<file path="src/rtl/oamd_consts.vh">
/*
  Constants for the operand addressing-mode decoder: mode codes,
  prebyte values, opcode column codes and field widths.
  Included by the rtl files and by the dv checker and bench; definitions only.
*/
`ifndef OAMD_CONSTS_VH
`define OAMD_CONSTS_VH

// Prefix bytes
`define OAMD_PRE_Y          8'h90
`define OAMD_PRE_IND        8'h92
`define OAMD_PRE_IND_Y      8'h91

// Mode codes, 17 modes
`define OAMD_MODE_W         5
`define OAMD_M_INH          5'h00
`define OAMD_M_IMM          5'h01
`define OAMD_M_DIR_S        5'h02
`define OAMD_M_DIR_L        5'h03
`define OAMD_M_IDX_0        5'h04
`define OAMD_M_IDX_S        5'h05
`define OAMD_M_IDX_L        5'h06
`define OAMD_M_IND_S        5'h07
`define OAMD_M_IND_L        5'h08
`define OAMD_M_INDX_S       5'h09
`define OAMD_M_INDX_L       5'h0A
`define OAMD_M_REL_D        5'h0B
`define OAMD_M_REL_I        5'h0C
`define OAMD_M_BIT_D        5'h0D
`define OAMD_M_BIT_I        5'h0E
`define OAMD_M_BITREL_D     5'h0F
`define OAMD_M_BITREL_I     5'h10

// Opcode column field, high nibble
`define OAMD_COL_IMM        4'hA
`define OAMD_COL_DIR_S      4'hB
`define OAMD_COL_DIR_L      4'hC
`define OAMD_COL_IDX_L      4'hD
`define OAMD_COL_IDX_S      4'hE
`define OAMD_COL_IDX_0      4'hF
`define OAMD_COL_RMW_DIR    4'h3
`define OAMD_COL_RMW_IDX_S  4'h6
`define OAMD_COL_RMW_IDX_0  4'h7
`define OAMD_COL_BTJ        4'h0
`define OAMD_COL_BSR        4'h1
`define OAMD_COL_JR         4'h2

// Widths
`define OAMD_ADDR_W         16
`define OAMD_DATA_W         8
`define OAMD_CNT_W          2

`endif

</file>
<file path="src/rtl/oamd_mode_table.v">
/*
  Combinational opcode-to-mode lookup with prefix adjustment.
  Assumes the opcode and latched prefix flags are stable in the
  caller's clock domain; no state held here.
*/
`timescale 1ns/1ns
`default_nettype none
`include "oamd_consts.vh"

module oamd_mode_table (
  // Instruction
  input  wire [7:0]                 opcode,
  input  wire                       pre_y,
  input  wire                       pre_ind,
  input  wire                       pre_ind_y,
  // Decoded
  output reg  [`OAMD_MODE_W-1:0]    mode,
  output reg                        use_y,
  output reg                        short_only
);

  always @* begin
    mode       = `OAMD_M_INH;
    use_y      = pre_y | pre_ind_y;
    short_only = 1'b0;
    case (opcode[7:4])
      `OAMD_COL_IMM:   mode = `OAMD_M_IMM;
      `OAMD_COL_DIR_S: mode = pre_ind ? `OAMD_M_IND_S : `OAMD_M_DIR_S;
      `OAMD_COL_DIR_L: mode = pre_ind ? `OAMD_M_IND_L : `OAMD_M_DIR_L;
      `OAMD_COL_IDX_L: mode = (pre_ind | pre_ind_y) ? `OAMD_M_INDX_L : `OAMD_M_IDX_L;
      `OAMD_COL_IDX_S: mode = (pre_ind | pre_ind_y) ? `OAMD_M_INDX_S : `OAMD_M_IDX_S;
      `OAMD_COL_IDX_0: mode = `OAMD_M_IDX_0;
      `OAMD_COL_RMW_DIR: begin
        mode       = pre_ind ? `OAMD_M_IND_S : `OAMD_M_DIR_S;
        short_only = 1'b1;
      end
      `OAMD_COL_RMW_IDX_S: begin
        mode       = (pre_ind | pre_ind_y) ? `OAMD_M_INDX_S : `OAMD_M_IDX_S;
        short_only = 1'b1;
      end
      `OAMD_COL_RMW_IDX_0: begin
        mode       = `OAMD_M_IDX_0;
        short_only = 1'b1;
      end
      `OAMD_COL_BTJ: begin
        mode       = pre_ind ? `OAMD_M_BITREL_I : `OAMD_M_BITREL_D;
        short_only = 1'b1;
      end
      `OAMD_COL_BSR: begin
        mode       = pre_ind ? `OAMD_M_BIT_I : `OAMD_M_BIT_D;
        short_only = 1'b1;
      end
      `OAMD_COL_JR:    mode = pre_ind ? `OAMD_M_REL_I : `OAMD_M_REL_D;
      default:         mode = `OAMD_M_INH;
    endcase
  end

endmodule // oamd_mode_table

`default_nettype wire

</file>
<file path="src/rtl/oamd_decoder.v">
/*
  Operand addressing-mode decoder and effective-address generator.
  Takes prefix and opcode bytes from the fetch unit, announces the
  operand byte count, gathers operand bytes, reads pointers over a
  simple one-cycle-latency memory read port, and presents the
  effective address. Assumes the fetch unit and memory share CLK_SYS.
*/
// Summary of operation
// [RULE1] Decode seventeen modes in seven families
// [RULE2] Long variants reach full 64 Kbyte space
// [RULE3] Long variants cost more bytes, cycles
// [RULE4] Short addressing page zero; RMW short only
// [RULE5] Inherent is one byte, no operands
// [RULE6] Immediate takes operand from second byte
// [RULE7] Short direct: one byte address
// [RULE8] Long direct: two byte address word
// [RULE9] Indexed: index plus offset, unsigned
// [RULE10] No-offset indexed uses index register alone
// [RULE11] Short indexed: one offset byte, to 1FE
// [RULE12] Long indexed: two byte offset word
// [RULE13] Indirect: page-zero pointer read from memory
// [RULE14] Short indirect: byte pointer, page zero
// [RULE15] Long indirect: word pointer, one byte follows
// [RULE16] Relative target from next-instruction PC, signed
// [RULE17] Prefix 90 selects Y over X
// [RULE18] Prefix 92 turns direct into indirect
// [RULE19] Prefix 91 selects Y for indirect-indexed
// [RULE20] Short index sum 9 bits; long truncates
// [RULE21] Announce operand byte count before address
`timescale 1ns/1ns
`default_nettype none
`include "oamd_consts.vh"

module oamd_decoder #(
  parameter ADDR_W = `OAMD_ADDR_W
) (
  // Clock and control
  input  wire                       CLK_SYS,
  input  wire                       RESET_N,
  input  wire                       CLK_EN,
  // Fetch unit byte stream
  input  wire                       FETCH_VALID,
  input  wire [7:0]                 FETCH_BYTE,
  input  wire [ADDR_W-1:0]          FETCH_PC,
  // Core index registers
  input  wire [7:0]                 REG_X,
  input  wire [7:0]                 REG_Y,
  // Memory read port, data one cycle after request
  output reg                        MEM_RD,
  output reg  [ADDR_W-1:0]          MEM_ADDR,
  input  wire [7:0]                 MEM_DATA,
  // Decode results
  output reg  [`OAMD_MODE_W-1:0]    MODE,
  output reg  [`OAMD_CNT_W-1:0]     OPND_COUNT,
  output reg                        COUNT_VALID,
  output reg                        USE_Y,
  output reg                        SHORT_ONLY,
  output reg                        BUSY,
  output reg  [ADDR_W-1:0]          EA,
  output reg  [7:0]                 IMM_DATA,
  output reg                        EA_VALID
);

  // Sequencer states
  localparam ST_OPC  = 3'd0;
  localparam ST_OPND = 3'd1;
  localparam ST_PTR0 = 3'd2;
  localparam ST_PTR1 = 3'd3;
  localparam ST_PTR2 = 3'd4;
  localparam ST_DONE = 3'd5;

  // Operand byte count per mode
  function [`OAMD_CNT_W-1:0] opnd_bytes;
    input [`OAMD_MODE_W-1:0] m;
    input                    y;
    begin
      case (m)
        `OAMD_M_INH:      opnd_bytes = 2'd0;                              // RULE5
        `OAMD_M_IMM:      opnd_bytes = 2'd1;                              // RULE6
        `OAMD_M_DIR_S:    opnd_bytes = 2'd1;                              // RULE7
        `OAMD_M_DIR_L:    opnd_bytes = 2'd2;                              // RULE8
        `OAMD_M_IDX_0:    opnd_bytes = 2'd0;                              // RULE10
        `OAMD_M_IDX_S:    opnd_bytes = 2'd1;                              // RULE11
        `OAMD_M_IDX_L:    opnd_bytes = 2'd2;                              // RULE12
        `OAMD_M_IND_S:    opnd_bytes = 2'd1;                              // RULE14
        `OAMD_M_IND_L:    opnd_bytes = 2'd1;                              // RULE15
        `OAMD_M_INDX_S:   opnd_bytes = 2'd1;
        `OAMD_M_INDX_L:   opnd_bytes = 2'd1;
        `OAMD_M_REL_D:    opnd_bytes = 2'd1;
        `OAMD_M_REL_I:    opnd_bytes = 2'd1;
        `OAMD_M_BIT_D:    opnd_bytes = 2'd1;
        `OAMD_M_BIT_I:    opnd_bytes = 2'd1;
        `OAMD_M_BITREL_D: opnd_bytes = 2'd2;
        `OAMD_M_BITREL_I: opnd_bytes = 2'd2;
        default:          opnd_bytes = 2'd0;
      endcase
      if (y && m == `OAMD_M_IDX_0)
        opnd_bytes = 2'd0;
    end
  endfunction

  // Modes that go through a page-zero pointer
  function is_indirect;
    input [`OAMD_MODE_W-1:0] m;
    begin
      is_indirect = (m == `OAMD_M_IND_S)  || (m == `OAMD_M_IND_L)  ||
                    (m == `OAMD_M_INDX_S) || (m == `OAMD_M_INDX_L) ||
                    (m == `OAMD_M_REL_I)  || (m == `OAMD_M_BIT_I)  ||
                    (m == `OAMD_M_BITREL_I);
    end
  endfunction

  // Word pointer modes
  function is_word_ptr;
    input [`OAMD_MODE_W-1:0] m;
    begin
      is_word_ptr = (m == `OAMD_M_IND_L) || (m == `OAMD_M_INDX_L);
    end
  endfunction

  // Relative target: signed 8-bit offset on next-instruction PC
  function [ADDR_W-1:0] rel_target;
    input [ADDR_W-1:0] pc;
    input [7:0]        off;
    begin
      rel_target = pc + {{(ADDR_W-8){off[7]}}, off};
    end
  endfunction

  // Nine-bit index sum; no wrap back into page zero
  function [8:0] short_index_sum;
    input [7:0] base;
    input [7:0] idx;
    begin
      short_index_sum = {1'b0, base} + {1'b0, idx};
    end
  endfunction

  // Carry out of the top bit is dropped
  function [ADDR_W-1:0] long_index_sum;
    input [ADDR_W-1:0] base;
    input [7:0]        idx;
    begin
      long_index_sum = base + {{(ADDR_W-8){1'b0}}, idx};
    end
  endfunction

  // Byte address placed in page zero
  function [ADDR_W-1:0] page_zero;
    input [7:0] lo;
    begin
      page_zero = {{(ADDR_W-8){1'b0}}, lo};
    end
  endfunction

  // Sequencer and operand state
  reg  [2:0]                 state_ff;
  reg  [2:0]                 nxt_state;
  reg                        pre_y_ff;
  reg                        pre_ind_ff;
  reg                        pre_ind_y_ff;
  reg  [7:0]                 opcode_ff;
  reg  [1:0]                 left_ff;
  reg  [15:0]                opnd_ff;
  reg  [7:0]                 ptr_hi_ff;
  reg  [ADDR_W-1:0]          pc_next_ff;

  wire [`OAMD_MODE_W-1:0]    tbl_mode;
  wire                       tbl_use_y;
  wire                       tbl_short;
  wire                       is_prefix;
  wire [7:0]                 idx_val;
  reg  [ADDR_W-1:0]          calc_ea;
  reg  [8:0]                 short_sum;

  // Mode table sees the incoming opcode with latched prefixes
  oamd_mode_table u_table (
    .opcode     (FETCH_BYTE),
    .pre_y      (pre_y_ff),
    .pre_ind    (pre_ind_ff),
    .pre_ind_y  (pre_ind_y_ff),
    .mode       (tbl_mode),                                               // RULE1
    .use_y      (tbl_use_y),
    .short_only (tbl_short)
  );

  assign is_prefix = (FETCH_BYTE == `OAMD_PRE_Y) ||
                     (FETCH_BYTE == `OAMD_PRE_IND) ||
                     (FETCH_BYTE == `OAMD_PRE_IND_Y);
  assign idx_val   = USE_Y ? REG_Y : REG_X;                               // RULE17 RULE19

  // Effective address formation from gathered bytes
  always @* begin
    calc_ea   = {ADDR_W{1'b0}};
    short_sum = short_index_sum(idx_val, opnd_ff[7:0]);                   // RULE20
    // Immediate and inherent report address zero
    case (MODE)
      `OAMD_M_IMM:      calc_ea = {ADDR_W{1'b0}};
      `OAMD_M_DIR_S:    calc_ea = page_zero(opnd_ff[7:0]);                // RULE7 RULE4
      `OAMD_M_BIT_D:    calc_ea = page_zero(opnd_ff[7:0]);
      `OAMD_M_BITREL_D: calc_ea = page_zero(opnd_ff[15:8]);
      `OAMD_M_DIR_L:    calc_ea = opnd_ff[ADDR_W-1:0];                    // RULE8 RULE2
      `OAMD_M_IDX_0:    calc_ea = page_zero(idx_val);                     // RULE10
      `OAMD_M_IDX_S:    calc_ea = {{(ADDR_W-9){1'b0}}, short_sum};        // RULE9 RULE11
      `OAMD_M_IDX_L:    calc_ea = long_index_sum(opnd_ff[ADDR_W-1:0], idx_val); // RULE12 RULE20
      `OAMD_M_REL_D:    calc_ea = rel_target(pc_next_ff, opnd_ff[7:0]);   // RULE16
      default:          calc_ea = {ADDR_W{1'b0}};
    endcase
  end

  // Bytes offered in pointer and done states are dropped
  always @* begin
    nxt_state = state_ff;
    case (state_ff)
      ST_OPC:
        if (FETCH_VALID && !is_prefix)
          nxt_state = (opnd_bytes(tbl_mode, tbl_use_y) == 2'd0) ? ST_DONE : ST_OPND;
      ST_OPND:
        if (FETCH_VALID && left_ff == 2'd1)
          nxt_state = is_indirect(MODE) ? ST_PTR0 : ST_DONE;              // RULE13
      ST_PTR0: nxt_state = ST_PTR1;
      ST_PTR1: nxt_state = is_word_ptr(MODE) ? ST_PTR2 : ST_DONE;
      ST_PTR2: nxt_state = ST_DONE;
      ST_DONE: nxt_state = ST_OPC;
      default: nxt_state = ST_OPC;
    endcase
  end

  // Outside reset, CLK_EN low freezes every register
  always @(posedge CLK_SYS) begin
    if (!RESET_N) begin
      state_ff     <= ST_OPC;
      pre_y_ff     <= 1'b0;
      pre_ind_ff   <= 1'b0;
      pre_ind_y_ff <= 1'b0;
      opcode_ff    <= 8'h00;
      left_ff      <= 2'd0;
      opnd_ff      <= 16'h0000;
      ptr_hi_ff    <= 8'h00;
      pc_next_ff   <= {ADDR_W{1'b0}};
      MEM_RD       <= 1'b0;
      MEM_ADDR     <= {ADDR_W{1'b0}};
      MODE         <= `OAMD_M_INH;
      OPND_COUNT   <= 2'd0;
      COUNT_VALID  <= 1'b0;
      USE_Y        <= 1'b0;
      SHORT_ONLY   <= 1'b0;
      BUSY         <= 1'b0;
      EA           <= {ADDR_W{1'b0}};
      IMM_DATA     <= 8'h00;
      EA_VALID     <= 1'b0;
    end else if (CLK_EN) begin
      state_ff    <= nxt_state;
      COUNT_VALID <= 1'b0;
      EA_VALID    <= 1'b0;
      MEM_RD      <= 1'b0;
      case (state_ff)
        ST_OPC:
          if (FETCH_VALID) begin
            if (is_prefix) begin
              // A later prefix replaces an earlier one
              pre_y_ff     <= (FETCH_BYTE == `OAMD_PRE_Y);                // RULE17
              pre_ind_ff   <= (FETCH_BYTE == `OAMD_PRE_IND);              // RULE18
              pre_ind_y_ff <= (FETCH_BYTE == `OAMD_PRE_IND_Y);            // RULE19
              BUSY         <= 1'b1;
            end else begin
              opcode_ff   <= FETCH_BYTE;
              MODE        <= tbl_mode;
              USE_Y       <= tbl_use_y;
              SHORT_ONLY  <= tbl_short;                                   // RULE4
              OPND_COUNT  <= opnd_bytes(tbl_mode, tbl_use_y);             // RULE21 RULE3
              COUNT_VALID <= 1'b1;                                        // RULE21
              left_ff     <= opnd_bytes(tbl_mode, tbl_use_y);
              opnd_ff     <= 16'h0000;
              pc_next_ff  <= FETCH_PC + {{(ADDR_W-2){1'b0}},
                              opnd_bytes(tbl_mode, tbl_use_y)} + 1'b1;   // RULE16
              BUSY        <= 1'b1;
            end
          end
        ST_OPND:
          if (FETCH_VALID) begin
            // Big-endian word: first byte lands high
            opnd_ff <= {opnd_ff[7:0], FETCH_BYTE};
            left_ff <= left_ff - 2'd1;
            if (left_ff == 2'd1 && is_indirect(MODE)) begin
              MEM_RD   <= 1'b1;                                           // RULE13
              MEM_ADDR <= {{(ADDR_W-8){1'b0}},
                           (MODE == `OAMD_M_BITREL_I) ? opnd_ff[7:0] : FETCH_BYTE};
            end
          end
        ST_PTR0:
          // Memory answers a cycle late, so the low byte is asked now
          if (is_word_ptr(MODE)) begin
            MEM_RD   <= 1'b1;                                             // RULE15
            MEM_ADDR <= MEM_ADDR + {{(ADDR_W-1){1'b0}}, 1'b1};
          end
        ST_PTR1: begin
          // Byte pointer or high byte of word pointer
          ptr_hi_ff <= MEM_DATA;
          if (!is_word_ptr(MODE)) begin
            case (MODE)
              `OAMD_M_INDX_S: EA <= {{(ADDR_W-9){1'b0}},
                                     short_index_sum(MEM_DATA, idx_val)};
              `OAMD_M_REL_I:  EA <= rel_target(pc_next_ff, MEM_DATA);
              default:        EA <= page_zero(MEM_DATA);                  // RULE14
            endcase
            EA_VALID     <= 1'b1;
            BUSY         <= 1'b0;
            pre_y_ff     <= 1'b0;
            pre_ind_ff   <= 1'b0;
            pre_ind_y_ff <= 1'b0;
          end
        end
        ST_PTR2: begin
          // Low byte of the word pointer arrives now
          if (MODE == `OAMD_M_INDX_L)
            EA <= long_index_sum({ptr_hi_ff, MEM_DATA}, idx_val);
          else
            EA <= {ptr_hi_ff, MEM_DATA};                                  // RULE15 RULE2
          EA_VALID     <= 1'b1;
          BUSY         <= 1'b0;
          pre_y_ff     <= 1'b0;
          pre_ind_ff   <= 1'b0;
          pre_ind_y_ff <= 1'b0;
        end
        ST_DONE:
          // Indirect modes have already reported from the pointer states
          if (!is_indirect(MODE)) begin
            EA           <= calc_ea;
            IMM_DATA     <= opnd_ff[7:0];                                 // RULE6
            EA_VALID     <= 1'b1;
            BUSY         <= 1'b0;
            pre_y_ff     <= 1'b0;
            pre_ind_ff   <= 1'b0;
            pre_ind_y_ff <= 1'b0;
          end
        default: BUSY <= 1'b0;
      endcase
    end
  end

endmodule // oamd_decoder

`default_nettype wire

</file>
<file path="config.mk">
export PLATFORM = sky130hd
export DESIGN_NAME = oamd_decoder
export DESIGN_NICKNAME = d
export VERILOG_FILES = /design/src/rtl/oamd_mode_table.v /design/src/rtl/oamd_decoder.v
export VERILOG_INCLUDE_DIRS = /design/src /design/src/rtl
export SDC_FILE = /design/constraint.sdc
export NUM_CORES = 1
export LEC_CHECK = 0
export BUFFER_PORTS_ARGS = -buffer_cell sky130_fd_sc_hd__buf_2
export CAP_MARGIN = 20
export CELL_PAD_IN_SITES_DETAIL_PLACEMENT = 0
export CELL_PAD_IN_SITES_GLOBAL_PLACEMENT = 1
export CORE_MARGIN = 1.5
export CORE_UTILIZATION = 47
export CTS_CLUSTER_SIZE = 40
export DETAILED_ROUTE_END_ITERATION = 8
export PLACE_DENSITY_LB_ADDON = 0.1
export REMOVE_ABC_BUFFERS = 1
export SYNTH_ARGS = -nofsm -noshare
export SYNTH_HDL_FRONTEND = slang
export SYNTH_SLANG_ARGS = --single-unit
</file>
<file path="constraint.sdc">
create_clock -name CLK_SYS -period 6.9 [get_ports CLK_SYS]
set_input_delay 1.035 -clock CLK_SYS [delete_from_list [all_inputs] [get_ports CLK_SYS]]
set_output_delay 1.035 -clock CLK_SYS [all_outputs]
set_load 0.03 [all_outputs]
</file>
==> results.py <==
metrics = {
    "run_status": {
        "status": "completed",
    },
    "floorplan": {
        "rows": 48,
        "core-area_sq_um": 17200,
        "die_h_um": 135,
        "fp.dieArea_sq_um": 18300,
        "fp.dieW_um": 135,
        "start_util": 0.478,
        "boundaryPins": 105,
    },
    "worst_setup_path": {
        "cp_max_fo": 12,
        "cp.buffers_inverters": 4,
        "cp_cell_sequence": "buf_2 -> inv_1 -> o21bai_1 -> a222oi_1 -> inv_1 -> ha_1 -> o21ai_0 -> nand2_1 -> a31o_2 -> a22oi_1 -> a221o_1 -> inv_1 -> fa_1 -> or3b_2 -> nor2_1 -> xnor2_1 -> a211oi_1",
        "cp_top_family": "compound AO/OA/AOI/OAI gates",
        "crit_type": "input pin to flop",
        "end_kind": "flop",
        "worstPathRequired_ns": 7.18,
        "startpoint_type": "input pin",
        "critPathMaxStageDelay_ns": 0.72,
        "cpMostUsedCell": "inv_1",
        "arrival_ns": 4.94,
        "slowest_stage": "a222oi_1",
    },
    "sta": {
        "report.final.slew_viol_count": 0,
        "fmax_mhz": 215,
        "grt_setup_unrepaired": "false",
        "finalCritPeriodShare": 0.675,
        "finalSetupTns_ns": 0,
        "finalHoldViolCount": 0,
        "setup_viol": 0,
        "tightest_slew_ns": 1.10,
        "slew_headroom": 0.263,
        "period_minus_slack_ns": 4.65,
        "fin_skew_ns": 0.0102,
    },
    "global_routing": {
        "grt_use_total": 0.291,
        "grt_pass1_wl_mm": 41.1,
        "grt_max_degree": 61,
        "antenna_found_initial": 0,
        "overflow": 0,
        "grt_pass1_vias": 7346,
    },
    "synth": {
        "synthDistinctLibCells": 85,
        "synthTopCellsByArea": "dfxtp_1 25%, ha_1 8.2%, nand2_1 6.2%",
        "ys_ff_latch": 101,
        "synth_top_area_frac": 0.245,
        "yosysTopAreaCell": "dfxtp_1",
        "syn_area_sq_um": 8240,
        "synth_cells": 1097,
        "synth_enable_flop_cells": 0,
        "seq_area_frac_synth": 0.245,
        "synthArstFlopShare": 0,
        "synth.avg_cell_area_sq_um": 7.51,
        "ys.flop_type": "dfxtp_1",
        "ys_warn_count": 0,
    },
    "cells_and_area": {
        "regArea_sq_um": 2020,
        "nFillCells": 1749,
        "fin_nets": 1278,
        "multi_input_area_sq_um": 5900,
        "syn2layout_area_growth_pct": 11.6,
        "antenna_cells": 0,
        "final_area_sq_um": 9200,
        "drive_above_1_share": 0.138,
    },
    "placed_design": {
        "io_buffers": 104,
        "gp_congestion": 0.890,
        "hpwl_mm": 19.7,
        "dpl_cell_area_sq_um": 8890,
    },
    "clock_network": {
        "cts-htree-levels": 3,
        "clock_latency_ns": 0.37,
        "cts_root_buffer": "clkbuf_16",
        "clockBufferDepth": 2,
        "clk_pin_slew_ns": 0.08,
        "cts_inserted_buffers": 9,
        "postCtsSetupBuffers": 0,
        "cts_num_sinks": 101,
        "cts_tree": "yes",
        "ctsResizeCount": 0,
        "postCtsHoldBufs": 0,
    },
    "detailed_routing": {
        "drt_iter0_drc": 854,
        "routed_wl_mm": 26.4,
        "drc": 0,
        "vias_per_cell": 6.08,
        "drt_pass1_iterations": 8,
        "wl_per_cell_um": 18.9,
        "dr_total_vias": 8488,
        "ant_nets": 0,
    },
    "run": {
        "cap_violations": 0,
    },
    "power_and_ir_drop": {
        "ir_drop_mv": 0.120,
        "p_per_area_nw_per_um2": 176,
        "p_leak_nw": 3.71,
    },
    "hold_path": {
        "hp-class": "flop to flop",
    },
}
[synthesized netlist by cell type, types with 16 or more instances]
master,instances
a211oi_1,19
o21ai_0,78
nand3_1,51
a31oi_1,18
clkbuf_1,37
nand2_1,137
nor2_1,96
dfxtp_1,101
a21oi_1,100
ha_1,54
mux2i_1,19
nor3_1,25
xnor2_1,27
xor2_1,32
a21o_1,16
inv_1,32
[cells in the final DEF, fill, tap and decap left out, types with 7 or more instances in the layout]
cell type  count
a21oi_1      100
or4_1          8
nand2_1      137
xnor2_1       27
mux2i_1       19
o21ai_0       78
a221oi_1      11
dfxtp_1      101
ha_1          54
or3_1         11
a31oi_1       17
o211ai_1       9
a211o_1        7
and3_1        14
a21o_1        16
a22oi_1       14
nand3_1       51
nand2b_1      12
xor2_1        32
nor2b_1       10
nor4b_1        7
a222oi_1       7
nor2_1        96
a211oi_1      19
nor3_1        25
clkbuf_16      9
inv_1         32
mux2_2         9
buf_2        104
[registers in the layout, indices dropped and copies added, names as in the netlist]
name          count
EA_VALID          1
ptr_hi_ff         8
EA               16
SHORT_ONLY        1
USE_Y             1
pc_next_ff       16
MEM_ADDR         16
IMM_DATA          8
COUNT_VALID       1
MEM_RD            1
pre_y_ff          1
pre_ind_ff        1
OPND_COUNT        2
opnd_ff          16
BUSY              1
left_ff           2
state_ff          3
pre_ind_y_ff      1
MODE              5
[layer usage]
layer / GRT usage / part of all wire
met1: 0.434 / 0.49
met4: 0.0693 / 0.018
met3: 0.0617 / 0.078
met5: 0 / 0
met2: 0.425 / 0.42
[kinds of logic (layout without fill, tap and decap cells)]
kind of cell    Yosys count  in the layout  share of synthesized area
xor+xnor                 59             59                     0.0627
buf+inv                  85            160                     0.0412
simple gates            419            419                      0.248
fa+ha+maj                60             60                     0.0954
flops                   101            101                      0.245
mux                      28             28                     0.0354
compound gates          345            345                      0.272
[area by class of cell]
class,instances,area share
Clock buffer,12,0.0290
Multi-Input combinational cell,911,0.641
Sequential cell,101,0.220
Tap cell,225,0.0306
Clock inverter,4,0.00408
Timing Repair Buffer,110,0.0615
Inverter,34,0.0139
[per-stage QoR]
stage | instances | utilization | worst slack [ns] | hold slack (ns) | total power (W)
after floorplan | 1046 | - | 2.07 | 0.436 | 0.000952
after global placement | 1381 | 0.516 | 2.05 | 0.441 | 0.00109
after detailed placement | 1381 | 0.516 | 1.90 | 0.444 | 0.00109
after CTS | 1397 | 0.534 | 2.28 | 0.455 | 0.00162
after global routing | 1397 | 0.534 | 1.88 | 0.473 | 0.00170
final | 1397 | 0.534 | 2.25 | 0.455 | 0.00162
[final timing paths]
kind                            cells after the start                          end                    start  slack (ns)
worst max register to register                     15  pc_next_ff[14]$_SDFFE_PN0P_  pre_ind_ff$_SDFFE_PN0P_        2.71
worst min register to register                      2      SHORT_ONLY$_SDFFE_PN0P_  SHORT_ONLY$_SDFFE_PN0P_        0.45
worst max-delay path                               17  pc_next_ff[14]$_SDFFE_PN0P_            FETCH_BYTE[5]        2.25
worst min-delay path                                2      SHORT_ONLY$_SDFFE_PN0P_  SHORT_ONLY$_SDFFE_PN0P_        0.45
[where the power goes]
part,total [W],switching (W),internal [W]
logic,0.000423,0.000262,0.000161
clock network,0.000539,0.000258,0.000281
registers,0.000658,0.0000500,0.000608
total,0.00162,0.000570,0.00105
[worst min-delay path: cells and delay by family (launching register included)]
kind	cells	cell delay (ns)
flops	1	0.31
simple gates	1	0.05
compound gates	1	0.05
Power figures use the tool's default switching activity.
